File: config.mk
export PLATFORM = sky130hd
export DESIGN_NAME = rcs_reset_clock_seq
export DESIGN_NICKNAME = d
export VERILOG_FILES = /design/src/logic/rcs_pkg.sv /design/src/logic/rcs_sync2.sv /design/src/logic/rcs_tick_div.sv /design/src/logic/rcs_reset_clock_seq.sv
export SDC_FILE = /design/constraint.sdc
export NUM_CORES = 1
export LEC_CHECK = 0
export BUFFER_PORTS_ARGS = -buffer_cell sky130_fd_sc_hd__buf_4
export CAP_MARGIN = 20
export CORE_MARGIN = 5
export CORE_UTILIZATION = 35
export CTS_BUF_LIST = sky130_fd_sc_hd__clkbuf_16
export CTS_CLUSTER_SIZE = 14
export DETAILED_ROUTE_END_ITERATION = 10
export GPL_TIMING_DRIVEN = 0
export PLACE_DENSITY = 0.52
export SYNTH_ARGS = -nofsm -noshare
export SYNTH_HDL_FRONTEND = slang
export SYNTH_HIERARCHICAL = 1
export SYNTH_SLANG_ARGS = --single-unit
File: constraint.sdc
create_clock -name i_clock -period 2.9 [get_ports i_clock]
set_clock_uncertainty 0.15 [all_clocks]
set_input_delay 0.58 -clock i_clock [delete_from_list [all_inputs] [get_ports i_clock]]
set_output_delay 0.58 -clock i_clock [all_outputs]
set_load 0.02 [all_outputs]
File: src/logic/rcs_pkg.sv
// Shared constants and types for the reset and clock start-up sequencer.
// Assumes a single 125 MHz oscillator clock drives every flip-flop of the block.
package rcs_pkg;

	// Oscillator clock period in picoseconds.
	localparam int CLK_PERIOD_PS = 8000;

	// Supervisor release delay, as a time and as a count (typical 600 us).
	localparam int SUP_DELAY_NS  = 600000;
	localparam int SUP_DELAY_CYC = SUP_DELAY_NS * 1000 / CLK_PERIOD_PS;

	// PLL lock phase after a write to the PLL control register (1 ms).
	localparam int PLL_LOCK_NS  = 1000000;
	localparam int PLL_LOCK_CYC = PLL_LOCK_NS * 1000 / CLK_PERIOD_PS;

	// Cycle counts given directly in oscillator clocks.
	localparam int WD_PULSE_CYC   = 512;
	localparam int EX_DELAY_CYC   = 32;
	localparam int WARM_MIN_CYC   = 32;
	localparam int STRAP_HOLD_CYC = 1000;

	// Counter width, enough for the longest count above.
	localparam int CNT_W  = 17;
	// Boot-mode strap width.
	localparam int BOOT_W = 4;
	// Divider ratio width, ratios 1 to 4.
	localparam int RATIO_W = 3;

	// Values after reset.
	localparam logic [1:0] CLOCK_DIVIDE_SELECT_RST     = 2'h0;
	localparam logic [1:0] CLKOUT_DIV_RST = 2'h0;
	localparam logic [4:0] PLL_MULT_RST   = 5'h00;
	localparam logic [BOOT_W-1:0] BOOT_RST = 4'h0;

	// Ratio encodings.
	localparam logic [RATIO_W-1:0] RATIO_1 = 3'h1;
	localparam logic [RATIO_W-1:0] RATIO_2 = 3'h2;
	localparam logic [RATIO_W-1:0] RATIO_4 = 3'h4;

	// Sequencer states.
	typedef enum logic [2:0] {
		RCS_SUPERVISOR,
		RCS_WDOG,
		RCS_WARM,
		RCS_EX_WAIT,
		RCS_RUN
	} rcs_state_e;

	// Software clock configuration.
	typedef struct packed {
		logic       clkout_pin_en;
		logic [1:0] clock_out_divider;
		logic [1:0] clock_divide_select;
	} rcs_cfg_s;

	// PLL programming state.
	typedef struct packed {
		logic [4:0] mult;
		logic       locking;
	} rcs_pll_s;

	// Whole state of the sequencer.
	typedef struct packed {
		rcs_state_e        st;
		logic [CNT_W-1:0]  cnt;
		logic [CNT_W-1:0]  pll_cnt;
		rcs_cfg_s          cfg;
		rcs_pll_s          pll;
		logic [BOOT_W-1:0] boot;
		logic              ext_clk;
	} rcs_seq_s;

endpackage : rcs_pkg

File: src/logic/rcs_sync2.sv
// Two-flop synchroniser for a group of pin inputs.
// Assumes every bit is independent; no multi-bit coherence is promised.
module rcs_sync2
	import rcs_pkg::*;
#(
	parameter int         W       = 1,
	parameter logic [W-1:0] RST_VAL = '0
) (
	input  wire logic         i_clock,
	input  wire logic         i_rst,
	input  wire logic [W-1:0] i_async,
	output logic      [W-1:0] o_sync
);

	typedef struct packed {
		logic [W-1:0] s2;
		logic [W-1:0] s1;
	} rcs_sync_s;

	rcs_sync_s state_q;
	rcs_sync_s state_d;

	// The first stage feeds only the second stage.
	always_comb begin
		state_d.s1 = i_async;
		state_d.s2 = state_q.s1;
	end

	// Reset values mirror the pins' inactive or safe levels.
	always_ff @(posedge i_clock) begin
		if (i_rst) begin
			state_q <= {RST_VAL, RST_VAL};
		end else begin
			state_q <= state_d;
		end
	end

	assign o_sync = state_q.s2;

endmodule : rcs_sync2

File: src/logic/rcs_tick_div.sv
// Tick divider: emits one registered pulse every RATIO input ticks.
// Assumes the ratio may change at any time; the count then wraps early.
module rcs_tick_div
	import rcs_pkg::*;
(
	input  wire logic               i_clock,
	input  wire logic               i_rst,
	input  wire logic               i_tick,
	input  wire logic [RATIO_W-1:0] i_ratio,
	output logic                    o_tick
);

	typedef struct packed {
		logic [RATIO_W-1:0] cnt;
		logic               tick;
	} rcs_div_s;

	rcs_div_s state_q;
	rcs_div_s state_d;

	// The >= compare lets a smaller ratio take effect without a long wrap.
	always_comb begin
		state_d      = state_q;
		state_d.tick = 1'b0;
		if (i_tick) begin
			if (state_q.cnt + 3'h1 >= i_ratio) begin
				state_d.cnt  = 3'h0;
				state_d.tick = 1'b1;
			end else begin
				state_d.cnt = state_q.cnt + 3'h1;
			end
		end
	end

	// Counter register.
	always_ff @(posedge i_clock) begin
		if (i_rst) begin
			state_q <= '0;
		end else begin
			state_q <= state_d;
		end
	end

	assign o_tick = state_q.tick;

endmodule : rcs_tick_div

File: src/logic/rcs_reset_clock_seq.sv
// Reset and clock start-up sequencer for the whole device.
// Assumes i_clock is the oscillator clock; pins are synchronised here.
// Summary of operation
// - After power-up the system clock runs at a quarter of the oscillator clock.
// - The clock-out divider resets to zero, giving divide-by-four of the system clock.
// - With the divide select set for divide-by-one, clock out is the oscillator over four.
// - Clock out stays off its pin until software enables the pin.
// - After reset the boot-mode straps are sampled and held as the boot selection.
// - After a power-on or supervisor event the device drives the reset pin low 600 us.
// - A watchdog reset drives a pulse of 512 oscillator cycles.
// - Bus activity becomes valid 32 cycles after the reset pin returns high.
// - Pin pull resistors apply only once brown-out reset is released high.
// - The on-chip power-on detector alone resets the device, with no reset pin input needed.
// - A PLL control write starts a lock phase at half the oscillator clock.
// - The supervisor releases the reset pin 400 to 800 us after the event ends.
module rcs_reset_clock_seq
	import rcs_pkg::*;
#(
	parameter int SUP_DELAY_CYCLES = SUP_DELAY_CYC,
	parameter int PLL_LOCK_CYCLES  = PLL_LOCK_CYC
) (
	input  wire logic              i_clock,
	input  wire logic              i_rst,
	input  wire logic              i_power_on_detect,
	input  wire logic              i_brownout_reset_n,
	input  wire logic              i_watchdog_reset,
	input  wire logic              i_external_reset_pin_n,
	output logic                   o_external_reset_pin_out,
	output logic                   o_external_reset_pin_oe,
	input  wire logic [BOOT_W-1:0] i_boot_mode_pins,
	input  wire logic              i_cfg_write,
	input  wire rcs_cfg_s          i_cfg,
	input  wire logic              i_pll_write,
	input  wire logic [4:0]        i_pll_control_reg,
	output logic                   o_core_reset,
	output logic                   o_pull_enable,
	output logic                   o_bus_valid,
	output logic      [BOOT_W-1:0] o_boot_mode,
	output logic                   o_system_clock_out,
	output logic                   o_external_clock_out,
	output rcs_cfg_s               o_cfg,
	output logic                   o_pll_locking,
	output logic      [4:0]        o_pll_mult
);

	localparam int SYNC_W = BOOT_W + 3;
	localparam logic [SYNC_W-1:0] SYNC_RST = {{BOOT_W{1'b0}}, 3'b101};
	localparam logic [CNT_W-1:0] SUP_LAST  = CNT_W'(SUP_DELAY_CYCLES - 1);
	localparam logic [CNT_W-1:0] LOCK_LAST = CNT_W'(PLL_LOCK_CYCLES - 1);
	localparam logic [CNT_W-1:0] WD_LAST   = CNT_W'(WD_PULSE_CYC - 1);
	localparam logic [CNT_W-1:0] EX_LAST   = CNT_W'(EX_DELAY_CYC - 1);

	rcs_seq_s state_q;
	rcs_seq_s state_d;

	logic [SYNC_W-1:0]  sync_out;
	logic               por_s;
	logic               bor_n_s;
	logic               pin_n_s;
	logic [BOOT_W-1:0]  strap_s;
	logic               por_act;
	logic               driving;
	logic [RATIO_W-1:0] sys_ratio;
	logic [RATIO_W-1:0] out_ratio;
	logic               sys_tick;
	logic               out_tick;

	// Pins and detectors cross in through two flops each.
	rcs_sync2 #(
		.W       (SYNC_W),
		.RST_VAL (SYNC_RST)
	) u_sync (
		.i_clock (i_clock),
		.i_rst   (i_rst),
		.i_async ({i_boot_mode_pins, i_power_on_detect, i_brownout_reset_n,
			i_external_reset_pin_n}),
		.o_sync  (sync_out)
	);

	assign strap_s = sync_out[SYNC_W-1:3];
	assign por_s   = sync_out[2];
	assign bor_n_s = sync_out[1];
	assign pin_n_s = sync_out[0];

	// power-on alone suffices: the detector needs no pin activity.
	assign por_act = por_s | ~bor_n_s;
	assign driving = (state_q.st == RCS_SUPERVISOR) || (state_q.st == RCS_WDOG);

	// quarter rate: selects 0 and 1 divide by four, 2 by two, 3 by one.
	// lock phase: the system clock falls back to half rate while locking.
	always_comb begin
		if (state_q.pll.locking) begin
			sys_ratio = RATIO_2;
		end else if (state_q.cfg.clock_divide_select == 2'h3) begin
			sys_ratio = RATIO_1;
		end else if (state_q.cfg.clock_divide_select == 2'h2) begin
			sys_ratio = RATIO_2;
		end else begin
			sys_ratio = RATIO_4;
		end
	end

	// clock-out divider: zero divides the system clock by four.
	always_comb begin
		if (state_q.cfg.clock_out_divider == 2'h1) begin
			out_ratio = RATIO_2;
		end else if (state_q.cfg.clock_out_divider[1]) begin
			out_ratio = RATIO_1;
		end else begin
			out_ratio = RATIO_4;
		end
	end

	// System clock ticks, one pulse per system clock period.
	rcs_tick_div u_sys_div (
		.i_clock (i_clock),
		.i_rst   (i_rst),
		.i_tick  (1'b1),
		.i_ratio (sys_ratio),
		.o_tick  (sys_tick)
	);

	// clock out: divides the system ticks, so /1 select yields oscillator over four.
	rcs_tick_div u_out_div (
		.i_clock (i_clock),
		.i_rst   (i_rst),
		.i_tick  (sys_tick),
		.i_ratio (out_ratio),
		.o_tick  (out_tick)
	);

	// Sequencer next state. Power-on wins over watchdog, watchdog over the pin.
	always_comb begin
		state_d     = state_q;
		state_d.cnt = state_q.cnt + 17'h00001;
		case (state_q.st)
			RCS_SUPERVISOR: begin
				// release delay: restart the count while power-on or brown-out stands.
				if (por_act) begin
					state_d.cnt = '0;
				end else if (state_q.cnt == SUP_LAST) begin
					state_d.st  = RCS_WARM;
					state_d.cnt = '0;
				end
			end
			RCS_WDOG: begin
				if (state_q.cnt == WD_LAST) begin
					state_d.st  = RCS_WARM;
					state_d.cnt = '0;
				end
			end
			RCS_WARM: begin
				// warm reset: held for as long as the outside keeps the pin low.
				state_d.cnt = '0;
				if (pin_n_s) begin
					state_d.st = RCS_EX_WAIT;
				end
			end
			RCS_EX_WAIT: begin
				// bus delay after the pin is seen high.
				if (!pin_n_s) begin
					state_d.st  = RCS_WARM;
					state_d.cnt = '0;
				end else if (state_q.cnt == EX_LAST) begin
					state_d.st  = RCS_RUN;
					// strap sample: taken at the step into run.
					state_d.boot = strap_s;
				end
			end
			RCS_RUN: begin
				state_d.cnt = '0;
				if (!pin_n_s) begin
					state_d.st = RCS_WARM;
				end
			end
			default: begin
				state_d.st  = RCS_SUPERVISOR;
				state_d.cnt = '0;
			end
		endcase
		// merged reset: supervisor events override any state; a watchdog event overrides all but the supervisor and watchdog states.
		if (por_act) begin
			if (state_q.st != RCS_SUPERVISOR) begin
				state_d.st  = RCS_SUPERVISOR;
				state_d.cnt = '0;
			end
		end else if (i_watchdog_reset && state_q.st != RCS_WDOG
			&& state_q.st != RCS_SUPERVISOR) begin
			state_d.st  = RCS_WDOG;
			state_d.cnt = '0;
		end

		// lock phase: a write restarts it; it ends after the lock count.
		state_d.pll_cnt = '0;
		if (state_q.st != RCS_RUN) begin
			state_d.pll = '{mult: PLL_MULT_RST, locking: 1'b0};
		end else if (i_pll_write) begin
			state_d.pll = '{mult: i_pll_control_reg, locking: 1'b1};
		end else if (state_q.pll.locking) begin
			if (state_q.pll_cnt == LOCK_LAST) begin
				state_d.pll.locking = 1'b0;
			end else begin
				state_d.pll_cnt = state_q.pll_cnt + 17'h00001;
			end
		end

		// pin gating: configuration returns to reset values while not running.
		if (state_q.st != RCS_RUN) begin
			state_d.cfg = '{clkout_pin_en: 1'b0, clock_out_divider: CLKOUT_DIV_RST,
				clock_divide_select: CLOCK_DIVIDE_SELECT_RST};
		end else if (i_cfg_write) begin
			state_d.cfg = i_cfg;
		end
		state_d.ext_clk = out_tick & state_q.cfg.clkout_pin_en;
	end

	// State register.
	always_ff @(posedge i_clock) begin
		if (i_rst) begin
			state_q <= '{st: RCS_SUPERVISOR, cnt: '0, pll_cnt: '0,
				cfg: '{clkout_pin_en: 1'b0, clock_out_divider: CLKOUT_DIV_RST,
				clock_divide_select: CLOCK_DIVIDE_SELECT_RST},
				pll: '{mult: PLL_MULT_RST, locking: 1'b0}, boot: BOOT_RST, ext_clk: 1'b0};
		end else begin
			state_q <= state_d;
		end
	end

	// pin drive: open drain, low in the supervisor and watchdog states.
	assign o_external_reset_pin_out = 1'b0;
	assign o_external_reset_pin_oe  = driving;
	// async assert: the raw detectors reach the reset without a clock.
	assign o_core_reset  = i_power_on_detect | ~i_brownout_reset_n | (state_q.st != RCS_RUN);
	assign o_pull_enable = bor_n_s;
	assign o_bus_valid   = (state_q.st == RCS_RUN);
	assign o_boot_mode   = state_q.boot;
	assign o_system_clock_out   = sys_tick;
	assign o_external_clock_out = state_q.ext_clk;
	assign o_cfg         = state_q.cfg;
	assign o_pll_locking = state_q.pll.locking;
	assign o_pll_mult    = state_q.pll.mult;

	// Run lengths watched by the checks below.
	logic [CNT_W-1:0] drv_len_q;
	logic [CNT_W-1:0] quiet_len_q;
	logic [CNT_W-1:0] ex_len_q;

	// Helper counters, cleared whenever the watched condition breaks.
	always_ff @(posedge i_clock) begin
		if (i_rst) begin
			drv_len_q   <= '0;
			quiet_len_q <= '0;
			ex_len_q    <= '0;
		end else begin
			drv_len_q   <= (state_q.st == RCS_WDOG) ? drv_len_q + 17'h00001 : '0;
			quiet_len_q <= (state_q.st == RCS_SUPERVISOR && !por_act) ?
				quiet_len_q + 17'h00001 : '0;
			ex_len_q    <= (state_q.st == RCS_EX_WAIT) ? ex_len_q + 17'h00001 : '0;
		end
	end
endmodule : rcs_reset_clock_seq

==> flow_summary_export.csv <==
group,metric,value,unit
synth,syn_inst,392,
layout,area_growth_syn_to_layout,20.6,%
critical_path,critPathLaunchType,"flip-flop",
critical_path,crit_family,"simple AND/OR/NAND/NOR gates",
sta,tns,0,ns
job,cap_violations,0,
pwr,ir_drop,0.000263,V
synth,synth_top_family_by_area,"simple AND/OR/NAND/NOR gates",
synth,synthSimpleGateAreaFrac,0.243,
synth,synthMuxAreaShare,0.0277,
cts,clk_pin_slew,0.06,ns
cts,post_cts_resized,0,
critical_path,r2r_slack,0.57,ns
layout,drive_gt1_frac,0.201,
placed_design,portBuffers,40,
global_routing,grt_max_degree,17,
global_routing,grt.total_usage,0.121,
floorplanning,start_util,0.355,
cts,cts.htree.levels,3,
pwr,cellLeakagePower,0.00160,uW
global_routing,grt_pass1_wl,12.6,mm
synth,ys_ff_latch,75,
layout,fin_nets,481,
floorplanning,die_area,12500,um^2
synth,yosys_warnings,6,
cts,cts_root_buf,"clkbuf_16",
layout,diodes,0,
synth,yosysMostFrequentCell,"dfxtp_1",
floorplanning,row_count,37,
floorplanning,core_region_area,10200,um^2
cts,clk_latency,0.33,ns
synth,synth_edf_count,0,
drt,vias_per_cell,4.85,
synth,synth_top_area_frac,0.415,
sta,grt_setup_unrepaired,"no",
global_routing,grt_pass1_vias,2674,
sta,setup_violations,0,
cts,tritoncts,"yes",
pwr,power_density,481,nW/um^2
sta,whs,0.252,ns
sta,finalCritPeriodShare,0.836,
critical_path,cp_data_arrival_time,1.69,ns
sta,max-slew-margin-rel,0.597,
synth,synth_area,3620,um^2
global_routing,antenna_found_initial,0,
drt,drtAntennaViolNets,0,
sta,finalCriticalPeriod,2.42,ns
status,status,"finished, final reports clean",
drt,wl,7.21,mm
drt,drt_iter0_drc,83,
synth,yosys.area.top_type,"dfxtp_1",
critical_path,cp.required,2.17,ns
cts,cts_setup_buffers,0,
synth,synth_fa_ha_area_frac,0.0373,
synth,synth-seq-area-share,0.415,
synth,syn_avg_cell_area,9.23,um^2
critical_path,crit_path_end_kind,"primary output",
drt,wire_per_inst,12.2,um
synth,synth_flop_cell,"dfxtp_1",
sta,hold_violations,0,
worst_hold_path,hold_class,"flip-flop to flip-flop",
synth,async_reset_ff_frac,0,
cts,clock_path_buffers,2,
cts,cts_buffers,9,
critical_path,cp_slowest_cell,"nor3b_2",
placed_design,dp_hpwl,5.28,mm
cts,holdBufCountCts,0,
sta,slew_viol_final,0,
drt,drt_first_pass_iters,4,
critical_path,path_buf_inv,2,
drt,via_count,2857,
sta,worst_slew_pin_slew,0.602,ns
floorplanning,die_h,112,um
floorplanning,fp.dieW,112,um
critical_path,path_class,"flip-flop to primary output",
critical_path,slowest_delay,0.56,ns
sta,max_freq,0.413,GHz
synth,synth_area_leaders,"dfxtp_1 (41%), xnor2_1 (5.8%), nor2_1 (4.0%)",
synth,synth.distinct_cells,59,
floorplanning,io_pins,44,
critical_path,path_cells,"clkbuf_1, nor3b_2, nand3b_1, buf_4",
synth,synth_compound_area_frac,0.128,
cts,cts_sinks,75,
drt,drcViolationCount,0,
critical_path,crit_fanout,7,
synth,yosys-top-cells-count,"dfxtp_1 (75), nor2_1 (39), xnor2_1 (24)",
placed_design,place.gp.congestion,0.775,
global_routing,overflow,0,
synth,synthXorXnorAreaFrac,0.0750,
==> cell usage in the layout (no fill, tap or decap), types with 5 or more instances in the layout <==
master / n
nand4_1: 12
a211oi_1: 17
nand2_1: 20
o2111ai_1: 7
mux2i_1: 10
nand3_1: 12
nor2_1: 39
xnor2_1: 24
a21oi_1: 9
nor2b_1: 9
xor2_1: 7
buf_4: 55
nor3_1: 5
conb_1: 8
inv_1: 21
clkbuf_16: 9
nor4_1: 17
ha_1: 10
dfxtp_1: 75
clkbuf_1: 10
==> per-stage QoR <==
step	total power, uW	instance area (um^2)	setup WS [ns]	std cells	util
floorplan	1130	3640	0.839	398	-
global placement	1170	4110	0.518	574	0.404
detailed placement	1170	4110	0.492	574	0.404
CTS	2130	4360	0.449	589	0.428
global route	2190	4360	0.265	589	0.428
finish	2100	4360	0.477	589	0.428
==> flip-flops by register name, indices dropped and copies added (netlist names) <==
name / count
state_q: 37
u_out_div/o_tick: 1
o_cfg: 5
u_out_div/state_q: 3
o_pll_locking: 1
u_sys_div/state_q: 3
o_external_clock_out: 1
o_pll_mult: 5
u_sync/o_sync: 7
u_sys_div/o_tick: 1
u_sync/state_d: 7
o_boot_mode: 4
==> worst paths after layout <==
path | depth (start not counted) | to | startpoint
setup / recovery | 4 | o_core_reset | state_q[51]$_SDFF_PP0_
setup reg to reg | 5 | o_boot_mode[3]$_SDFFE_PP0P_ | state_q[33]$_SDFF_PP0_
hold reg to reg | 1 | u_sync/o_sync[2]$_SDFF_PP1_ | u_sync/state_d[9]$_SDFF_PP1_
hold / removal | 1 | u_sync/o_sync[2]$_SDFF_PP1_ | u_sync/state_d[9]$_SDFF_PP1_
==> kinds of logic (layout without fill, tap and decap cells) <==
family                   after synthesis  after routing
AND/OR/NAND/NOR                      156            156
multiplexers                          10             10
AO/OA/AOI/OAI                         57             57
other                                  2              8
adder cells (fa/ha/maj)               11             11
buffers and inverters                 50            105
XOR/XNOR                              31             31
flip-flops                            75             75
==> area by class of cell <==
| cell class | instances | area, um^2 |
|---|---|---|
| buffer | 31 | 190 |
| inverter | 19 | 71.3 |
| timing repair buffer | 40 | 300 |
| sequential | 75 | 1500 |
| clock inverter | 6 | 26.3 |
| tap | 136 | 170 |
| clock buffer | 9 | 225 |
| multi-input combinational | 273 | 1880 |
| fill | 1056 | 5820 |
==> worst register-to-register path, delay by kind of cell (launching register included) <==
| family | cells | cell delay [ns] |
|---|---|---|
| compound gates | 1 | 0.27 |
| fa+ha+maj | 1 | 0.30 |
| flops | 1 | 0.40 |
| simple gates | 3 | 1.10 |
==> power breakdown <==
part | switching [uW] | total [uW] | internal (uW)
combinational | 45.5 | 93.0 | 47.5
clock | 395 | 954 | 560
sequential | 8.43 | 1050 | 1040
total | 449 | 2100 | 1650
==> metal layers <==
metal / track usage / share of wire / up-vias
met1: 0.160 / 0.49 / 1322
met4: 0.0389 / 0.014 / 0
met2: 0.192 / 0.46 / 38
met5: 0 / 0 / -
li1: - / - / 1489
met3: 0.0321 / 0.038 / 8
Power figures use the tool's default switching activity.
